### src/shared/ccid_defs.svh
`ifndef CCID_DEFS_SVH
`define CCID_DEFS_SVH

// Register byte offsets
`define CCID_OFF_COMM     8'h00
`define CCID_OFF_NODE     8'h04
`define CCID_OFF_DEST     8'h08
`define CCID_OFF_CMD      8'h0C
`define CCID_OFF_STAT     8'h10
`define CCID_OFF_TXID     8'h14
`define CCID_OFF_RXID     8'h18
`define CCID_OFF_PEER_TX  8'h1C
`define CCID_OFF_PEER_RX  8'h20
`define CCID_OFF_POOL     8'h24

// Command bits
`define CCID_CMD_OPEN     0
`define CCID_CMD_CLOSE    1
`define CCID_CMD_EXPL     2
`define CCID_CMD_CLRERR   3

// Status bits
`define CCID_ST_EST       0
`define CCID_ST_ERR       1
`define CCID_ST_TXWAIT    2
`define CCID_ST_RXWAIT    3

// Reset and fixed values
`define CCID_COMM_RST     8'hFF
`define CCID_COMM_EXPL    8'h33
`define CCID_NODE_RST     6'h00
`define CCID_ID_UNUSED    16'hFFFF
`define CCID_ID_MAX       16'h07F0

// Nibble encodings
`define CCID_NIB_G1       4'h0
`define CCID_NIB_G2D      4'h1
`define CCID_NIB_G2S      4'h2
`define CCID_NIB_G3       4'h3
`define CCID_NIB_DEFAULT  4'hF

// Identifier group prefixes
`define CCID_PFX_G1       1'h0
`define CCID_PFX_G2       2'h2
`define CCID_PFX_G3       2'h3

// Pool sizes
`define CCID_G1_IDS       16
`define CCID_G2_IDS       8
`define CCID_G3_IDS       7

`endif

### src/shared/ccid_pkg.sv
`include "ccid_defs.svh"

package ccid_pkg;

   typedef enum logic [2:0] {
      ROLE_NONE = 3'h0,
      ROLE_G1   = 3'h1,
      ROLE_G2D  = 3'h2,
      ROLE_G2S  = 3'h3,
      ROLE_G3   = 3'h4,
      ROLE_RSVD = 3'h5
   } ccid_role_t;

   typedef enum logic [3:0] {
      ST_IDLE  = 4'h1,
      ST_TX    = 4'h2,
      ST_RX    = 4'h4,
      ST_SHARE = 4'h8
   } ccid_state_t;

   function automatic ccid_role_t ccid_decode(input logic [3:0] nib);
      ccid_role_t r;
      case (nib)
         `CCID_NIB_G1:      r = ROLE_G1;
         `CCID_NIB_G2D:     r = ROLE_G2D;
         `CCID_NIB_G2S:     r = ROLE_G2S;
         `CCID_NIB_G3:      r = ROLE_G3;
         `CCID_NIB_DEFAULT: r = ROLE_NONE;
         default:           r = ROLE_RSVD;
      endcase
      return r;
   endfunction

endpackage

### src/core/ccid_pool.sv
`timescale 1ns/1ps

module ccid_pool #(
   parameter int N = 8,
   parameter int W = 3
) (
   input  wire logic         clk,
   input  wire logic         rst_b,
   input  wire logic         alloc,
   input  wire logic [N-1:0] free_mask,
   output logic              any_free,
   output logic [W-1:0]      lowest,
   output logic [N-1:0]      used
);

   generate
      if (N < 1 || N > (1 << W)) begin : g_bad
         $error("ccid_pool: N does not fit index width W");
      end
   endgenerate

   logic [N-1:0] sel;

   // Lowest free index wins
   always_comb begin
      any_free = 1'b0;
      lowest   = '0;
      for (int i = N - 1; i >= 0; i--) begin
         if (!used[i]) begin
            any_free = 1'b1;
            lowest   = W'(i);
         end
      end
   end

   genvar k;
   generate
      for (k = 0; k < N; k++) begin : g_flag
         assign sel[k] = alloc && any_free && (lowest == W'(k));
         // Held until the owner releases it
         always_ff @(posedge clk or negedge rst_b) begin
            if (!rst_b) begin
               used[k] <= 1'b0;
            end else if (sel[k]) begin
               used[k] <= 1'b1;
            end else if (free_mask[k]) begin
               used[k] <= 1'b0;
            end
         end
      end
   endgenerate

endmodule

### src/core/ccid_idform.sv
`timescale 1ns/1ps
`include "ccid_defs.svh"

module ccid_idform (
   input  wire ccid_pkg::ccid_role_t role,
   input  wire logic [3:0]           msg_id,
   input  wire logic [5:0]           addr,
   output logic [15:0]               ident
);

   always_comb begin
      case (role)
         ccid_pkg::ROLE_G1:
            ident = {5'h00, `CCID_PFX_G1, msg_id, addr};
         ccid_pkg::ROLE_G2D, ccid_pkg::ROLE_G2S:
            ident = {5'h00, `CCID_PFX_G2, addr, msg_id[2:0]};
         ccid_pkg::ROLE_G3:
            ident = {5'h00, `CCID_PFX_G3, msg_id[2:0], addr};
         default:
            ident = `CCID_ID_UNUSED;
      endcase
   end

endmodule

### src/core/ccid_alloc.sv
// Behaviour
// - Production nibble 0,1,2 means group 1, group 2 dest, group 2 source.
// - Production nibble 3 is group 3; 4..E reserved; F is default.
// - Group 1 production: own pool ID plus own address becomes transmit ID.
// - Always allocate the lowest free message ID of the group pool.
// - A generated transmit ID is passed to every associated consumer.
// - Group 2 dest production carries destination address in address field.
// - Group 2 dest: consumer generates ID; producer copies it in.
// - Group 2 source production uses own address; producer generates it.
// - Group 3 production: own group 3 pool ID plus own address.
// - Consume-only keeps default production nibble; explicit sets it on open.
// - Consumption in lower nibble, production in upper nibble of byte.
// - Consumption nibble 0..3 decode; 4..E reserved; F default.
// - Group 2 dest consumption: lowest free group 2 ID into receive ID.
// - Consumer-generated group 2 dest ID goes to producer's transmit ID.
// - IDs lie in 0..7F0 when used; FFFF marks an unused direction.
// - Never allocate a pair that lets two nodes send the same identifier.
`timescale 1ns/1ps
`include "ccid_defs.svh"

module ccid_alloc #(
   parameter int G1_IDS = `CCID_G1_IDS,
   parameter int G2_IDS = `CCID_G2_IDS,
   parameter int G3_IDS = `CCID_G3_IDS
) (
   input  wire logic        CLK_SYS,
   input  wire logic        RST_B,
   input  wire logic [7:0]  REG_ADDR,
   input  wire logic [31:0] REG_WDATA,
   input  wire logic        REG_WR,
   input  wire logic        REG_RD,
   output logic [31:0]      REG_RDATA,
   output logic [15:0]      TX_ID,
   output logic [15:0]      RX_ID,
   output logic             TX_ID_SHARE,
   output logic             RX_ID_SHARE
);
   // Group 3 ID 7 would exceed the 7F0 maximum for high addresses
   generate
      if (G1_IDS < 1 || G1_IDS > 16 || G2_IDS < 1 || G2_IDS > 8 ||
          G3_IDS < 1 || G3_IDS > 7) begin : g_bad
         $error("ccid_alloc: pool size out of range");
      end
   endgenerate
   function automatic logic [1:0] pool_of(input ccid_pkg::ccid_role_t r);
      logic [1:0] p;
      case (r)
         ccid_pkg::ROLE_G1:  p = 2'h1;
         ccid_pkg::ROLE_G2D: p = 2'h2;
         ccid_pkg::ROLE_G2S: p = 2'h2;
         ccid_pkg::ROLE_G3:  p = 2'h3;
         default:            p = 2'h0;
      endcase
      return p;
   endfunction
   function automatic logic [15:0] one_hot(input logic [3:0] idx);
      logic [15:0] m;
      m = 16'h0000;
      m[idx] = 1'b1;
      return m;
   endfunction
   ccid_pkg::ccid_state_t state_reg;
   ccid_pkg::ccid_state_t state_next;
   ccid_pkg::ccid_role_t  prod_role, cons_role, gen_role;
   ccid_pkg::ccid_role_t  tx_role_reg, rx_role_reg;
   logic [7:0]          comm_reg;
   logic [5:0]          node_reg, dest_reg;
   logic                est_reg, err_reg;
   logic                tx_wait_reg, rx_wait_reg;
   logic                tx_own_reg, rx_own_reg;
   logic [3:0]          tx_mid_reg, rx_mid_reg;
   logic [15:0]         tx_id_reg, rx_id_reg;
   logic [31:0]         rdata_reg, rd_mux;
   logic                wr_comm, wr_node, wr_dest, wr_cmd;
   logic                wr_peer_tx, wr_peer_rx;
   logic                cmd_open, cmd_close, cmd_clrerr;
   logic                peer_tx_ok, peer_rx_ok, gen_ok, sel_free, err_set;
   logic [3:0]          sel_mid, low1;
   logic [15:0]         formed, tx_free, rx_free;
   logic                free1, free2, free3;
   logic [2:0]          low2, low3;
   logic [G1_IDS-1:0]   used1;
   logic [G2_IDS-1:0]   used2;
   logic [G3_IDS-1:0]   used3;
   // Register strobes
   assign wr_comm    = REG_WR && (REG_ADDR == `CCID_OFF_COMM);
   assign wr_node    = REG_WR && (REG_ADDR == `CCID_OFF_NODE);
   assign wr_dest    = REG_WR && (REG_ADDR == `CCID_OFF_DEST);
   assign wr_cmd     = REG_WR && (REG_ADDR == `CCID_OFF_CMD);
   assign wr_peer_tx = REG_WR && (REG_ADDR == `CCID_OFF_PEER_TX);
   assign wr_peer_rx = REG_WR && (REG_ADDR == `CCID_OFF_PEER_RX);
   assign cmd_open   = wr_cmd && REG_WDATA[`CCID_CMD_OPEN] && !est_reg &&
                       (state_reg == ccid_pkg::ST_IDLE);
   assign cmd_close  = wr_cmd && REG_WDATA[`CCID_CMD_CLOSE] && est_reg;
   assign cmd_clrerr = wr_cmd && REG_WDATA[`CCID_CMD_CLRERR];
   // Upper nibble produces, lower consumes
   assign prod_role = ccid_pkg::ccid_decode(comm_reg[7:4]);
   assign cons_role = ccid_pkg::ccid_decode(comm_reg[3:0]);
   // Roles this node generates itself
   always_comb begin
      gen_role = ccid_pkg::ROLE_NONE;
      if (state_reg == ccid_pkg::ST_TX) begin
         if (prod_role == ccid_pkg::ROLE_G1 ||
             prod_role == ccid_pkg::ROLE_G2S ||
             prod_role == ccid_pkg::ROLE_G3) begin
            gen_role = prod_role;
         end
      end else if (state_reg == ccid_pkg::ST_RX) begin
         if (cons_role == ccid_pkg::ROLE_G2D) begin
            gen_role = cons_role;
         end
      end
   end
   always_comb begin
      case (pool_of(gen_role))
         2'h1: begin
            sel_free = free1;
            sel_mid  = low1;
         end
         2'h2: begin
            sel_free = free2;
            sel_mid  = {1'b0, low2};
         end
         2'h3: begin
            sel_free = free3;
            sel_mid  = {1'b0, low3};
         end
         default: begin
            sel_free = 1'b0;
            sel_mid  = 4'h0;
         end
      endcase
   end
   assign gen_ok = (gen_role != ccid_pkg::ROLE_NONE) && sel_free;
   // Own address in every generated ID keeps pairs unique
   ccid_idform u_form (
      .role   (gen_role),
      .msg_id (sel_mid),
      .addr   (node_reg),
      .ident  (formed)
   );
   // Release on close only
   assign tx_free  = (cmd_close && tx_own_reg) ? one_hot(tx_mid_reg) : '0;
   assign rx_free  = (cmd_close && rx_own_reg) ? one_hot(rx_mid_reg) : '0;
   ccid_pool #(.N(G1_IDS), .W(4)) u_pool1 (
      .clk       (CLK_SYS),
      .rst_b     (RST_B),
      .alloc     (gen_ok && pool_of(gen_role) == 2'h1),
      .free_mask (((pool_of(tx_role_reg) == 2'h1) ? tx_free[G1_IDS-1:0] : '0)
                | ((pool_of(rx_role_reg) == 2'h1) ? rx_free[G1_IDS-1:0] : '0)),
      .any_free  (free1),
      .lowest    (low1),
      .used      (used1)
   );
   ccid_pool #(.N(G2_IDS), .W(3)) u_pool2 (
      .clk       (CLK_SYS),
      .rst_b     (RST_B),
      .alloc     (gen_ok && pool_of(gen_role) == 2'h2),
      .free_mask (((pool_of(tx_role_reg) == 2'h2) ? tx_free[G2_IDS-1:0] : '0)
                | ((pool_of(rx_role_reg) == 2'h2) ? rx_free[G2_IDS-1:0] : '0)),
      .any_free  (free2),
      .lowest    (low2),
      .used      (used2)
   );
   ccid_pool #(.N(G3_IDS), .W(3)) u_pool3 (
      .clk       (CLK_SYS),
      .rst_b     (RST_B),
      .alloc     (gen_ok && pool_of(gen_role) == 2'h3),
      .free_mask (((pool_of(tx_role_reg) == 2'h3) ? tx_free[G3_IDS-1:0] : '0)
                | ((pool_of(rx_role_reg) == 2'h3) ? rx_free[G3_IDS-1:0] : '0)),
      .any_free  (free3),
      .lowest    (low3),
      .used      (used3)
   );
   // Peer copies: range checked, and group 2 dest must name the target
   assign peer_tx_ok = wr_peer_tx && tx_wait_reg &&
                       REG_WDATA[31:16] == 16'h0000 &&
                       REG_WDATA[15:0] <= `CCID_ID_MAX &&
                       REG_WDATA[10:9] == `CCID_PFX_G2 &&
                       REG_WDATA[8:3] == dest_reg;
   assign peer_rx_ok = wr_peer_rx && rx_wait_reg &&
                       REG_WDATA[31:16] == 16'h0000 &&
                       REG_WDATA[15:0] <= `CCID_ID_MAX;
   always_comb begin
      state_next = state_reg;
      case (state_reg)
         ccid_pkg::ST_IDLE:  if (cmd_open) state_next = ccid_pkg::ST_TX;
         ccid_pkg::ST_TX:    state_next = ccid_pkg::ST_RX;
         ccid_pkg::ST_RX:    state_next = ccid_pkg::ST_SHARE;
         ccid_pkg::ST_SHARE: state_next = ccid_pkg::ST_IDLE;
         default:            state_next = ccid_pkg::ST_IDLE;
      endcase
   end
   always_ff @(posedge CLK_SYS or negedge RST_B) begin
      if (!RST_B) begin
         state_reg <= ccid_pkg::ST_IDLE;
      end else begin
         state_reg <= state_next;
      end
   end
   // Characteristics byte is frozen while the connection is open
   always_ff @(posedge CLK_SYS or negedge RST_B) begin
      if (!RST_B) begin
         comm_reg <= `CCID_COMM_RST;
      end else if (cmd_open && REG_WDATA[`CCID_CMD_EXPL]) begin
         comm_reg <= `CCID_COMM_EXPL;
      end else if (wr_comm && !est_reg && state_reg == ccid_pkg::ST_IDLE) begin
         comm_reg <= REG_WDATA[7:0];
      end
   end
   always_ff @(posedge CLK_SYS or negedge RST_B) begin
      if (!RST_B) begin
         node_reg <= `CCID_NODE_RST;
         dest_reg <= `CCID_NODE_RST;
      end else if (!est_reg && state_reg == ccid_pkg::ST_IDLE) begin
         if (wr_node) node_reg <= REG_WDATA[5:0];
         if (wr_dest) dest_reg <= REG_WDATA[5:0];
      end
   end
   always_ff @(posedge CLK_SYS or negedge RST_B) begin
      if (!RST_B) begin
         est_reg <= 1'b0;
      end else if (state_reg == ccid_pkg::ST_SHARE) begin
         est_reg <= 1'b1;
      end else if (cmd_close) begin
         est_reg <= 1'b0;
      end
   end
   // Transmit side
   always_ff @(posedge CLK_SYS or negedge RST_B) begin
      if (!RST_B) begin
         tx_id_reg   <= `CCID_ID_UNUSED;
         tx_wait_reg <= 1'b0;
         tx_own_reg  <= 1'b0;
         tx_mid_reg  <= 4'h0;
         tx_role_reg <= ccid_pkg::ROLE_NONE;
      end else if (state_reg == ccid_pkg::ST_TX) begin
         tx_role_reg <= prod_role;
         tx_mid_reg  <= sel_mid;
         tx_own_reg  <= gen_ok;
         tx_wait_reg <= (prod_role == ccid_pkg::ROLE_G2D);
         tx_id_reg   <= gen_ok ? formed : `CCID_ID_UNUSED;
      end else if (peer_tx_ok) begin
         tx_id_reg   <= REG_WDATA[15:0];
         tx_wait_reg <= 1'b0;
      end else if (cmd_close) begin
         tx_id_reg   <= `CCID_ID_UNUSED;
         tx_wait_reg <= 1'b0;
         tx_own_reg  <= 1'b0;
      end
   end
   // Receive side
   always_ff @(posedge CLK_SYS or negedge RST_B) begin
      if (!RST_B) begin
         rx_id_reg   <= `CCID_ID_UNUSED;
         rx_wait_reg <= 1'b0;
         rx_own_reg  <= 1'b0;
         rx_mid_reg  <= 4'h0;
         rx_role_reg <= ccid_pkg::ROLE_NONE;
      end else if (state_reg == ccid_pkg::ST_RX) begin
         rx_role_reg <= cons_role;
         rx_mid_reg  <= sel_mid;
         rx_own_reg  <= gen_ok;
         rx_wait_reg <= (cons_role == ccid_pkg::ROLE_G1 ||
                         cons_role == ccid_pkg::ROLE_G2S ||
                         cons_role == ccid_pkg::ROLE_G3);
         rx_id_reg   <= gen_ok ? formed : `CCID_ID_UNUSED;
      end else if (peer_rx_ok) begin
         rx_id_reg   <= REG_WDATA[15:0];
         rx_wait_reg <= 1'b0;
      end else if (cmd_close) begin
         rx_id_reg   <= `CCID_ID_UNUSED;
         rx_wait_reg <= 1'b0;
         rx_own_reg  <= 1'b0;
      end
   end
   // Reserved nibble, empty pool or refused write; set beats clear
   assign err_set =
      (state_reg == ccid_pkg::ST_TX &&
       (prod_role == ccid_pkg::ROLE_RSVD ||
        (gen_role != ccid_pkg::ROLE_NONE && !sel_free))) ||
      (state_reg == ccid_pkg::ST_RX &&
       (cons_role == ccid_pkg::ROLE_RSVD ||
        (gen_role != ccid_pkg::ROLE_NONE && !sel_free))) ||
      (wr_peer_tx && !peer_tx_ok) || (wr_peer_rx && !peer_rx_ok) ||
      ((wr_comm || wr_node || wr_dest) &&
       (est_reg || state_reg != ccid_pkg::ST_IDLE));
   always_ff @(posedge CLK_SYS or negedge RST_B) begin
      if (!RST_B) begin
         err_reg <= 1'b0;
      end else if (err_set) begin
         err_reg <= 1'b1;
      end else if (cmd_clrerr) begin
         err_reg <= 1'b0;
      end
   end
   // Hand generated IDs to the connection objects at the other end
   assign TX_ID_SHARE = (state_reg == ccid_pkg::ST_SHARE) && tx_own_reg;
   assign RX_ID_SHARE = (state_reg == ccid_pkg::ST_SHARE) && rx_own_reg;
   assign TX_ID       = tx_id_reg;
   assign RX_ID       = rx_id_reg;
   always_comb begin
      rd_mux = 32'h0000_0000;
      if (REG_ADDR == `CCID_OFF_COMM) begin
         rd_mux[7:0] = comm_reg;
      end else if (REG_ADDR == `CCID_OFF_NODE) begin
         rd_mux[5:0] = node_reg;
      end else if (REG_ADDR == `CCID_OFF_DEST) begin
         rd_mux[5:0] = dest_reg;
      end else if (REG_ADDR == `CCID_OFF_STAT) begin
         rd_mux[`CCID_ST_EST]    = est_reg;
         rd_mux[`CCID_ST_ERR]    = err_reg;
         rd_mux[`CCID_ST_TXWAIT] = tx_wait_reg;
         rd_mux[`CCID_ST_RXWAIT] = rx_wait_reg;
      end else if (REG_ADDR == `CCID_OFF_TXID) begin
         rd_mux[15:0] = tx_id_reg;
      end else if (REG_ADDR == `CCID_OFF_RXID) begin
         rd_mux[15:0] = rx_id_reg;
      end else if (REG_ADDR == `CCID_OFF_POOL) begin
         rd_mux[G1_IDS-1:0]  = used1;
         rd_mux[16+G2_IDS-1:16] = used2;
         rd_mux[24+G3_IDS-1:24] = used3;
      end
   end
   // Data only in the cycle after the strobe; zero otherwise
   always_ff @(posedge CLK_SYS or negedge RST_B) begin
      if (!RST_B) begin
         rdata_reg <= 32'h0000_0000;
      end else begin
         rdata_reg <= REG_RD ? rd_mux : 32'h0000_0000;
      end
   end
   assign REG_RDATA = rdata_reg;
endmodule

### config.mk
export PLATFORM = sky130hd
export DESIGN_NAME = ccid_alloc
export DESIGN_NICKNAME = d
export VERILOG_FILES = /design/src/shared/ccid_pkg.sv /design/src/core/ccid_pool.sv /design/src/core/ccid_idform.sv /design/src/core/ccid_alloc.sv
export VERILOG_INCLUDE_DIRS = /design/src /design/src/shared
export SDC_FILE = /design/constraint.sdc
export NUM_CORES = 1
export LEC_CHECK = 0
export BUFFER_PORTS_ARGS = -buffer_cell sky130_fd_sc_hd__buf_4
export CAP_MARGIN = 20
export CORE_ASPECT_RATIO = 0.75
export CORE_MARGIN = 2
export CORE_UTILIZATION = 35
export CTS_BUF_LIST = sky130_fd_sc_hd__clkbuf_4 sky130_fd_sc_hd__clkbuf_8 sky130_fd_sc_hd__clkbuf_16
export CTS_CLUSTER_DIAMETER = 60
export DETAILED_ROUTE_END_ITERATION = 6
export PLACE_DENSITY = 0.56
export SLEW_MARGIN = 10
export SYNTH_ARGS = -nofsm -noshare
export SYNTH_HDL_FRONTEND = slang
export SYNTH_SLANG_ARGS = --single-unit
### constraint.sdc
create_clock -name CLK_SYS -period 3.18 [get_ports CLK_SYS]
set_clock_uncertainty 0.1 [all_clocks]
set_input_delay 0.318 -clock CLK_SYS [delete_from_list [all_inputs] [get_ports CLK_SYS]]
set_output_delay 0.318 -clock CLK_SYS [all_outputs]
set_load 0.05 [all_outputs]
Yosys cells after proc, flatten, opt, wreduce, memory -nomap -nowiden
Index checks and enable logic that the tools add are counted.
{ "totals": {"ff_bits": 138, "inputBits": 44, "output_inout_bits": 66, "elab_cells": 476} }
{ "classes": {"magnitude_cmp": 5, "eq_ne": 86, "n_mux": 190, "bitwise": 3, "reduce_logical": 144} }
{ "op_table": {"columns": ["cell", "n"], "rows": [
  ["$mux 31", 8],
  ["$mux 16", 12],
  ["$mux 1", 107],
  ["$logic_and 1x1->1", 74],
  ["$mux 4", 18],
  ["$reduce_bool 2->1", 36],
  ["$mux 3", 19],
  ["$mux 25", 2],
  ["$pmux 16 s3", 1],
  ["$eq 4x4->1 const B", 11],
  ["$eq 3x2->1 const B", 14],
  ["$eq 3x3->1 const B", 14],
  ["$mux 8", 5],
  ["$eq 8x5->1 const B", 4],
  ["$mux 15", 2],
  ["$pmux 3 s5", 2],
  ["$eq 4x2->1 const B", 7],
  ["$mux 27", 1],
  ["$pmux 4 s3", 2],
  ["$mux 23", 1],
  ["$eq 3x1->1 const B", 7],
  ["$eq 4x3->1 const B", 5],
  ["$pmux 2 s3", 3],
  ["$eq 4x1->1 const B", 4],
  ["28 further kinds", 69]
]} }

Depth between registers and ports, before layout
{ "depth": {"word_depth": 26, "depth_mapped": 9, "depth_no_buf": 7} }

Modules after synthesis
From an unflattened synthesis, not the netlist that was laid out.
{ "hier_totals": {"hier_cells": 822, "area_unflattened_um2": 7721.2} }
{ "by_module_without_submodules": {"columns": ["module", "instances", "cells_per_inst", "area_each_um2", "seq_area_each_um2"], "rows": [
  ["ccid_alloc", 1, 624, 5929.4, 2728.9],
  ["ccid_pool (u_pool1)", 1, 95, 847.1, 400.4],
  ["ccid_pool (u_pool2)", 1, 45, 410.4, 200.2],
  ["ccid_pool (u_pool3)", 1, 35, 347.8, 175.2],
  ["ccid_idform", 1, 23, 186.4, 0.0]
]} }

Worst setup path before layout
Ideal clock, no wire load.
{ "synth_path": {"kind": "flip-flop to flip-flop", "start": "reg state_reg[3]", "end": "reg tx_id_reg[6] (netlist: TX_ID[6])", "arrival_ps": 2172, "required_time_ps": 2998, "path_slack_ps": 826, "stages_incl_launch_ff": 7, "n_path_buf": 0, "period_less_slack_ps": 2354, "cell_sequence": "dfrtp_1 -> or4b_4 -> nor4_4 -> o2bb2ai_2 -> o21ai_2 -> o32a_1 -> mux2_2"} }
{ "synth_via": {"elab_chain_cells": 11, "word_cells_on_any_way": 21} }
{ "synth_lines": {"columns": ["item", "line_no", "rtl"], "rows": [
  ["from (decl)", "ccid_alloc.sv:62", "ccid_pkg::ccid_state_t state_reg;"],
  ["from (signal assigned)", "ccid_alloc.sv:196", "state_reg <= ccid_pkg::ST_IDLE;"],
  ["from (signal assigned)", "ccid_alloc.sv:198", "state_reg <= state_next;"],
  ["$eq 4x3->1", "ccid_alloc.sv:108", "end else if (state_reg == ccid_pkg::ST_RX) begin"],
  ["$mux 3", "ccid_alloc.sv:108", null],
  ["$mux 3", "ccid_alloc.sv:102", "if (state_reg == ccid_pkg::ST_TX) begin"],
  ["$eq 3x2->1", "ccid_idform.sv:12, ccid_alloc.sv:47", null],
  ["$reduce_or 2->1 (no line)", null, null],
  ["$pmux 2 s3", "ccid_alloc.sv:47", "case (r)"],
  ["$eq 2x2->1 or $eq 2x1->1 (tied branches)", "ccid_alloc.sv:115", "case (pool_of(gen_role))"],
  ["$pmux 4 s3 or $pmux 1 s3 (tied branches)", "ccid_alloc.sv:115", null],
  ["$pmux 16 s3 or $logic_and 1x1->1 (tied branches)", "ccid_idform.sv:12, ccid_alloc.sv:134", null],
  ["$mux 16 (no line)", null, null],
  ["$mux 16", "ccid_alloc.sv:237", "end else if (state_reg == ccid_pkg::ST_TX) begin"],
  ["to (signal assigned)", "ccid_alloc.sv:242", "tx_id_reg <= gen_ok ? formed : `CCID_ID_UNUSED;"],
  ["to (signal assigned)", "ccid_alloc.sv:244", "tx_id_reg <= REG_WDATA[15:0];"],
  ["to (signal assigned)", "ccid_alloc.sv:247", "tx_id_reg <= `CCID_ID_UNUSED;"],
  ["to (decl)", "ccid_alloc.sv:72", "logic [15:0] tx_id_reg, rx_id_reg;"]
]} }
Several ways; a longest one is shown, not always the timed one.
A chain may end at the register's enable or synchronous reset.

Worst setup path in the final report
{ "layout_path": {"start": "reg state_reg[3]", "end": "reg tx_id_reg[2] (netlist: TX_ID[2])"} }
Same word-level chain as after synthesis.

==> flow_summary.toml <==
[floorplanning]
top_level_ports = 110
starting_density_of_the_core_pct = 35.6
die_y_microns = 128
die-width_microns = 170
placeableCoreArea_sq_mm = 0.0202
floorplan.die_area_sq_mm = 0.0217
num_rows = 45

[clock_network]
cts.repair_timing.setup_buffer_count = 0
clk_latency_ns = 0.44
cts_made_buffers = 17
cts.reportedPaths.clkPinSlew_ns = 0.07
cts.htree.levels = 4
cts_num_sinks = 138
cts_tree = "done"
cts_root_buf = "sky130_fd_sc_hd__clkbuf_16"
ctsLongestPathBuffers = 2

[power]
peakVddDrop_mv = 0.270
power-per-cell-area_mw_per_mm2 = 460
p_leak_nw = 3.96
total_power_w = 0.00413

[routing]
wl_per_cell_microns = 23.5
drt_wl_total_microns = 26200
antenna_violating_nets_post_route = 0
drt_first_pass_iters = 6
vias = 6720
drt_iter0_markers = 979
viasPerCell = 6.03
drc = 0

[timing]
setup_viol_count_final = 0
slew-limit-headroom_pct = 41.6
setup_tns_ns = 0
slew_viol_final = 0
rsz0062_at_grt = "false"
fmax_mhz = 370
finalWorstPathRequiredPeriod_ns = 2.70
hold_violations = 0
fin_crit_sh_pct = 85.0
worst_pin_slew_ns = 0.869

[job]
timing.max_cap.violations = 0

[global_route]
maximum_number_of_pins_on_one_net_before_global_route_repair = 77
initial_antenna_violation_count = 0
grt_pass1_wl_microns = 39000
first_global_vias = 6041
gr-usage-all-layers_pct = 24.4
global_route.overflow_total = 0

[setup_path]
critPathKind = "reg2reg"
crit_path_cell_trace = "or4b_4, nor4_1, nor2_1, nor3_2, buf_4, a21oi_1, a221oi_1"
worst_path_required_time_ns = 3.41
critical_path.max_stage_delay_ns = 0.65
critical_path_peak_fanout = 16
cp-start-kind = "register"
cp.arrival_ns = 2.94
critPathCaptureType = "register"
crit_slowest_cell = "sky130_fd_sc_hd__or4b_4"

[synth]
postSynthAreaPerCell_sq_um = 9.84
synth_cell_type_count = 81
synth_seq_area_share_pct = 48.7
ys_async_sr_fraction_pct = 100
synth.largest_area_cell = "sky130_fd_sc_hd__dfrtp_1"
synthCells = 731
mappedNetlistArea_sq_mm = 0.00720
synth_seq_cells = 138
synthFlopType = "sky130_fd_sc_hd__dfrtp_1"
synth_top_area_share_pct = 33.7
yosys-top-cells-area = "sky130_fd_sc_hd__dfrtp_1 34%, sky130_fd_sc_hd__dfstp_2 15%, sky130_fd_sc_hd__nor2_1 3.5%"
synth-edff-count = 0
yosys_warnings = 0
synthesis.nets = 775

[run_status]
outcome = "complete, no violations"

[placement]
port_buffers = 108
detailedPlacementHpwl_microns = 19400
routability_congestion = 0.922

[finish]
drive_above_1_share_pct = 29.3
num_antenna_cells = 0
final.fill_count = 1978
largest_reg_flops = 31
mostFrequentLayoutCells = "126 x sky130_fd_sc_hd__buf_4, 97 x sky130_fd_sc_hd__dfrtp_1, 67 x sky130_fd_sc_hd__nor2_1"
final_common_cell = "sky130_fd_sc_hd__buf_4"
area_overhead_of_the_layout_relative_to_synthesis_pct = 24.6
num-nets-final = 887

[worst_hold_path]
timing.hold.worst.class = "in2reg"
## synth_stat cells, types with 9 or more instances
cell / n
sky130_fd_sc_hd__nand4_1: 19
sky130_fd_sc_hd__nor4_1: 11
sky130_fd_sc_hd__o21ai_0: 44
sky130_fd_sc_hd__and2_1: 9
sky130_fd_sc_hd__nand2b_1: 17
sky130_fd_sc_hd__dfstp_2: 41
sky130_fd_sc_hd__mux2i_1: 10
sky130_fd_sc_hd__nor3_1: 18
sky130_fd_sc_hd__nor2_1: 67
sky130_fd_sc_hd__a21oi_1: 9
sky130_fd_sc_hd__o221ai_1: 19
sky130_fd_sc_hd__dfrtp_1: 97
sky130_fd_sc_hd__o22ai_1: 20
sky130_fd_sc_hd__a222oi_1: 14
sky130_fd_sc_hd__nand3_1: 24
sky130_fd_sc_hd__and3_1: 24
sky130_fd_sc_hd__inv_1: 19
sky130_fd_sc_hd__clkbuf_1: 24
sky130_fd_sc_hd__nor2b_1: 9
sky130_fd_sc_hd__nand2_1: 63
sky130_fd_sc_hd__a21o_1: 12
sky130_fd_sc_hd__mux2_2: 17
## through the flow
step / hold slack, ns / worst slack, ns / cell area [sq um] / utilization (%) / std cells
finish: 0.0208 / 0.475 / 8970 / 44.4 / 1114
global route: 0.0226 / 0.306 / 8970 / 44.4 / 1114
CTS: 0.00877 / 0.474 / 8970 / 44.4 / 1114
detailed placement: 0.305 / 0.474 / 8340 / 41.3 / 1081
global placement: 0.307 / 0.518 / 8340 / 41.2 / 1080
floorplan: -0.0776 / 0.826 / 7200 / - / 731
## kinds of logic after synthesis
kind of cell / count (synthesis) / synth area share [%]
other: 1 / 0.0521
DFF: 138 / 48.7
muxes: 27 / 4.05
AOI/OAI and AO/OA: 195 / 20.2
xor gates and xnor gates: 8 / 0.974
and+or+nand+nor: 305 / 22.7
buffers and inverters: 57 / 3.34
## power breakdown
| group | switching [W] | leakage (nW) | internal, W | total, W |
|---|---|---|---|---|
| Sequential | 0.0000334 | 1.60 | 0.00178 | 0.00181 |
| Combinational | 0.000135 | 2.06 | 0.0000790 | 0.000214 |
| Clock | 0.000844 | 0.293 | 0.00126 | 0.00210 |
| Total | 0.00101 | 3.96 | 0.00312 | 0.00413 |
## layout make-up
| cell class | count | area [sq um] | area share (%) |
|---|---|---|---|
| inverter | 20 | 80.1 | 0.893 |
| clock inverter | 14 | 185 | 2.06 |
| multi-input combinational | 536 | 3450 | 38.5 |
| sequential | 138 | 3500 | 39.1 |
| clock buffer | 18 | 433 | 4.83 |
| timing repair buffer | 130 | 992 | 11.1 |
| tap | 258 | 323 | 3.60 |
## final timing paths
| kind | to | slack (ns) | cells after the start | startpoint |
|---|---|---|---|---|
| worst min register to register | rx_role_reg[2] | 0.40 | 2 | rx_role_reg[2] |
| min in group asynchronous | REG_RDATA[15] | 0.39 | 2 | RST_B |
| worst max register to register | TX_ID[2] | 0.48 | 7 | state_reg[3] |
| max in group asynchronous | comm_reg[6] | 1.71 | 3 | RST_B |
| worst min-delay path | comm_reg[2] | 0.02 | 2 | REG_WDATA[0] |
| worst max-delay path | TX_ID[2] | 0.48 | 7 | state_reg[3] |
## worst max-delay path: cells and delay by family, from the launching register on
family | cells | cell delay [ns]
compound gates | 2 | 0.36
buf+inv | 1 | 0.19
flops | 1 | 0.40
simple gates | 4 | 1.53
## per-layer routing
| layer | track usage, % | routed length [microns] | vias to the layer above |
|---|---|---|---|
| met4 | 6.18 | 319 | 0 |
| li1 | - | - | 3009 |
| met3 | 5.84 | 2240 | 37 |
| met5 | 0 | 0 | - |
| met2 | 31.8 | 10800 | 344 |
| met1 | 39.3 | 12800 | 3330 |
## timing repair
action / 4_1_cts / 5_1_grt
hold buffers: 1 / 0
endpoints found under the hold margin: 45 / 0
gates resized for setup: 0 / 0
(Power assumes the default switching activity.)
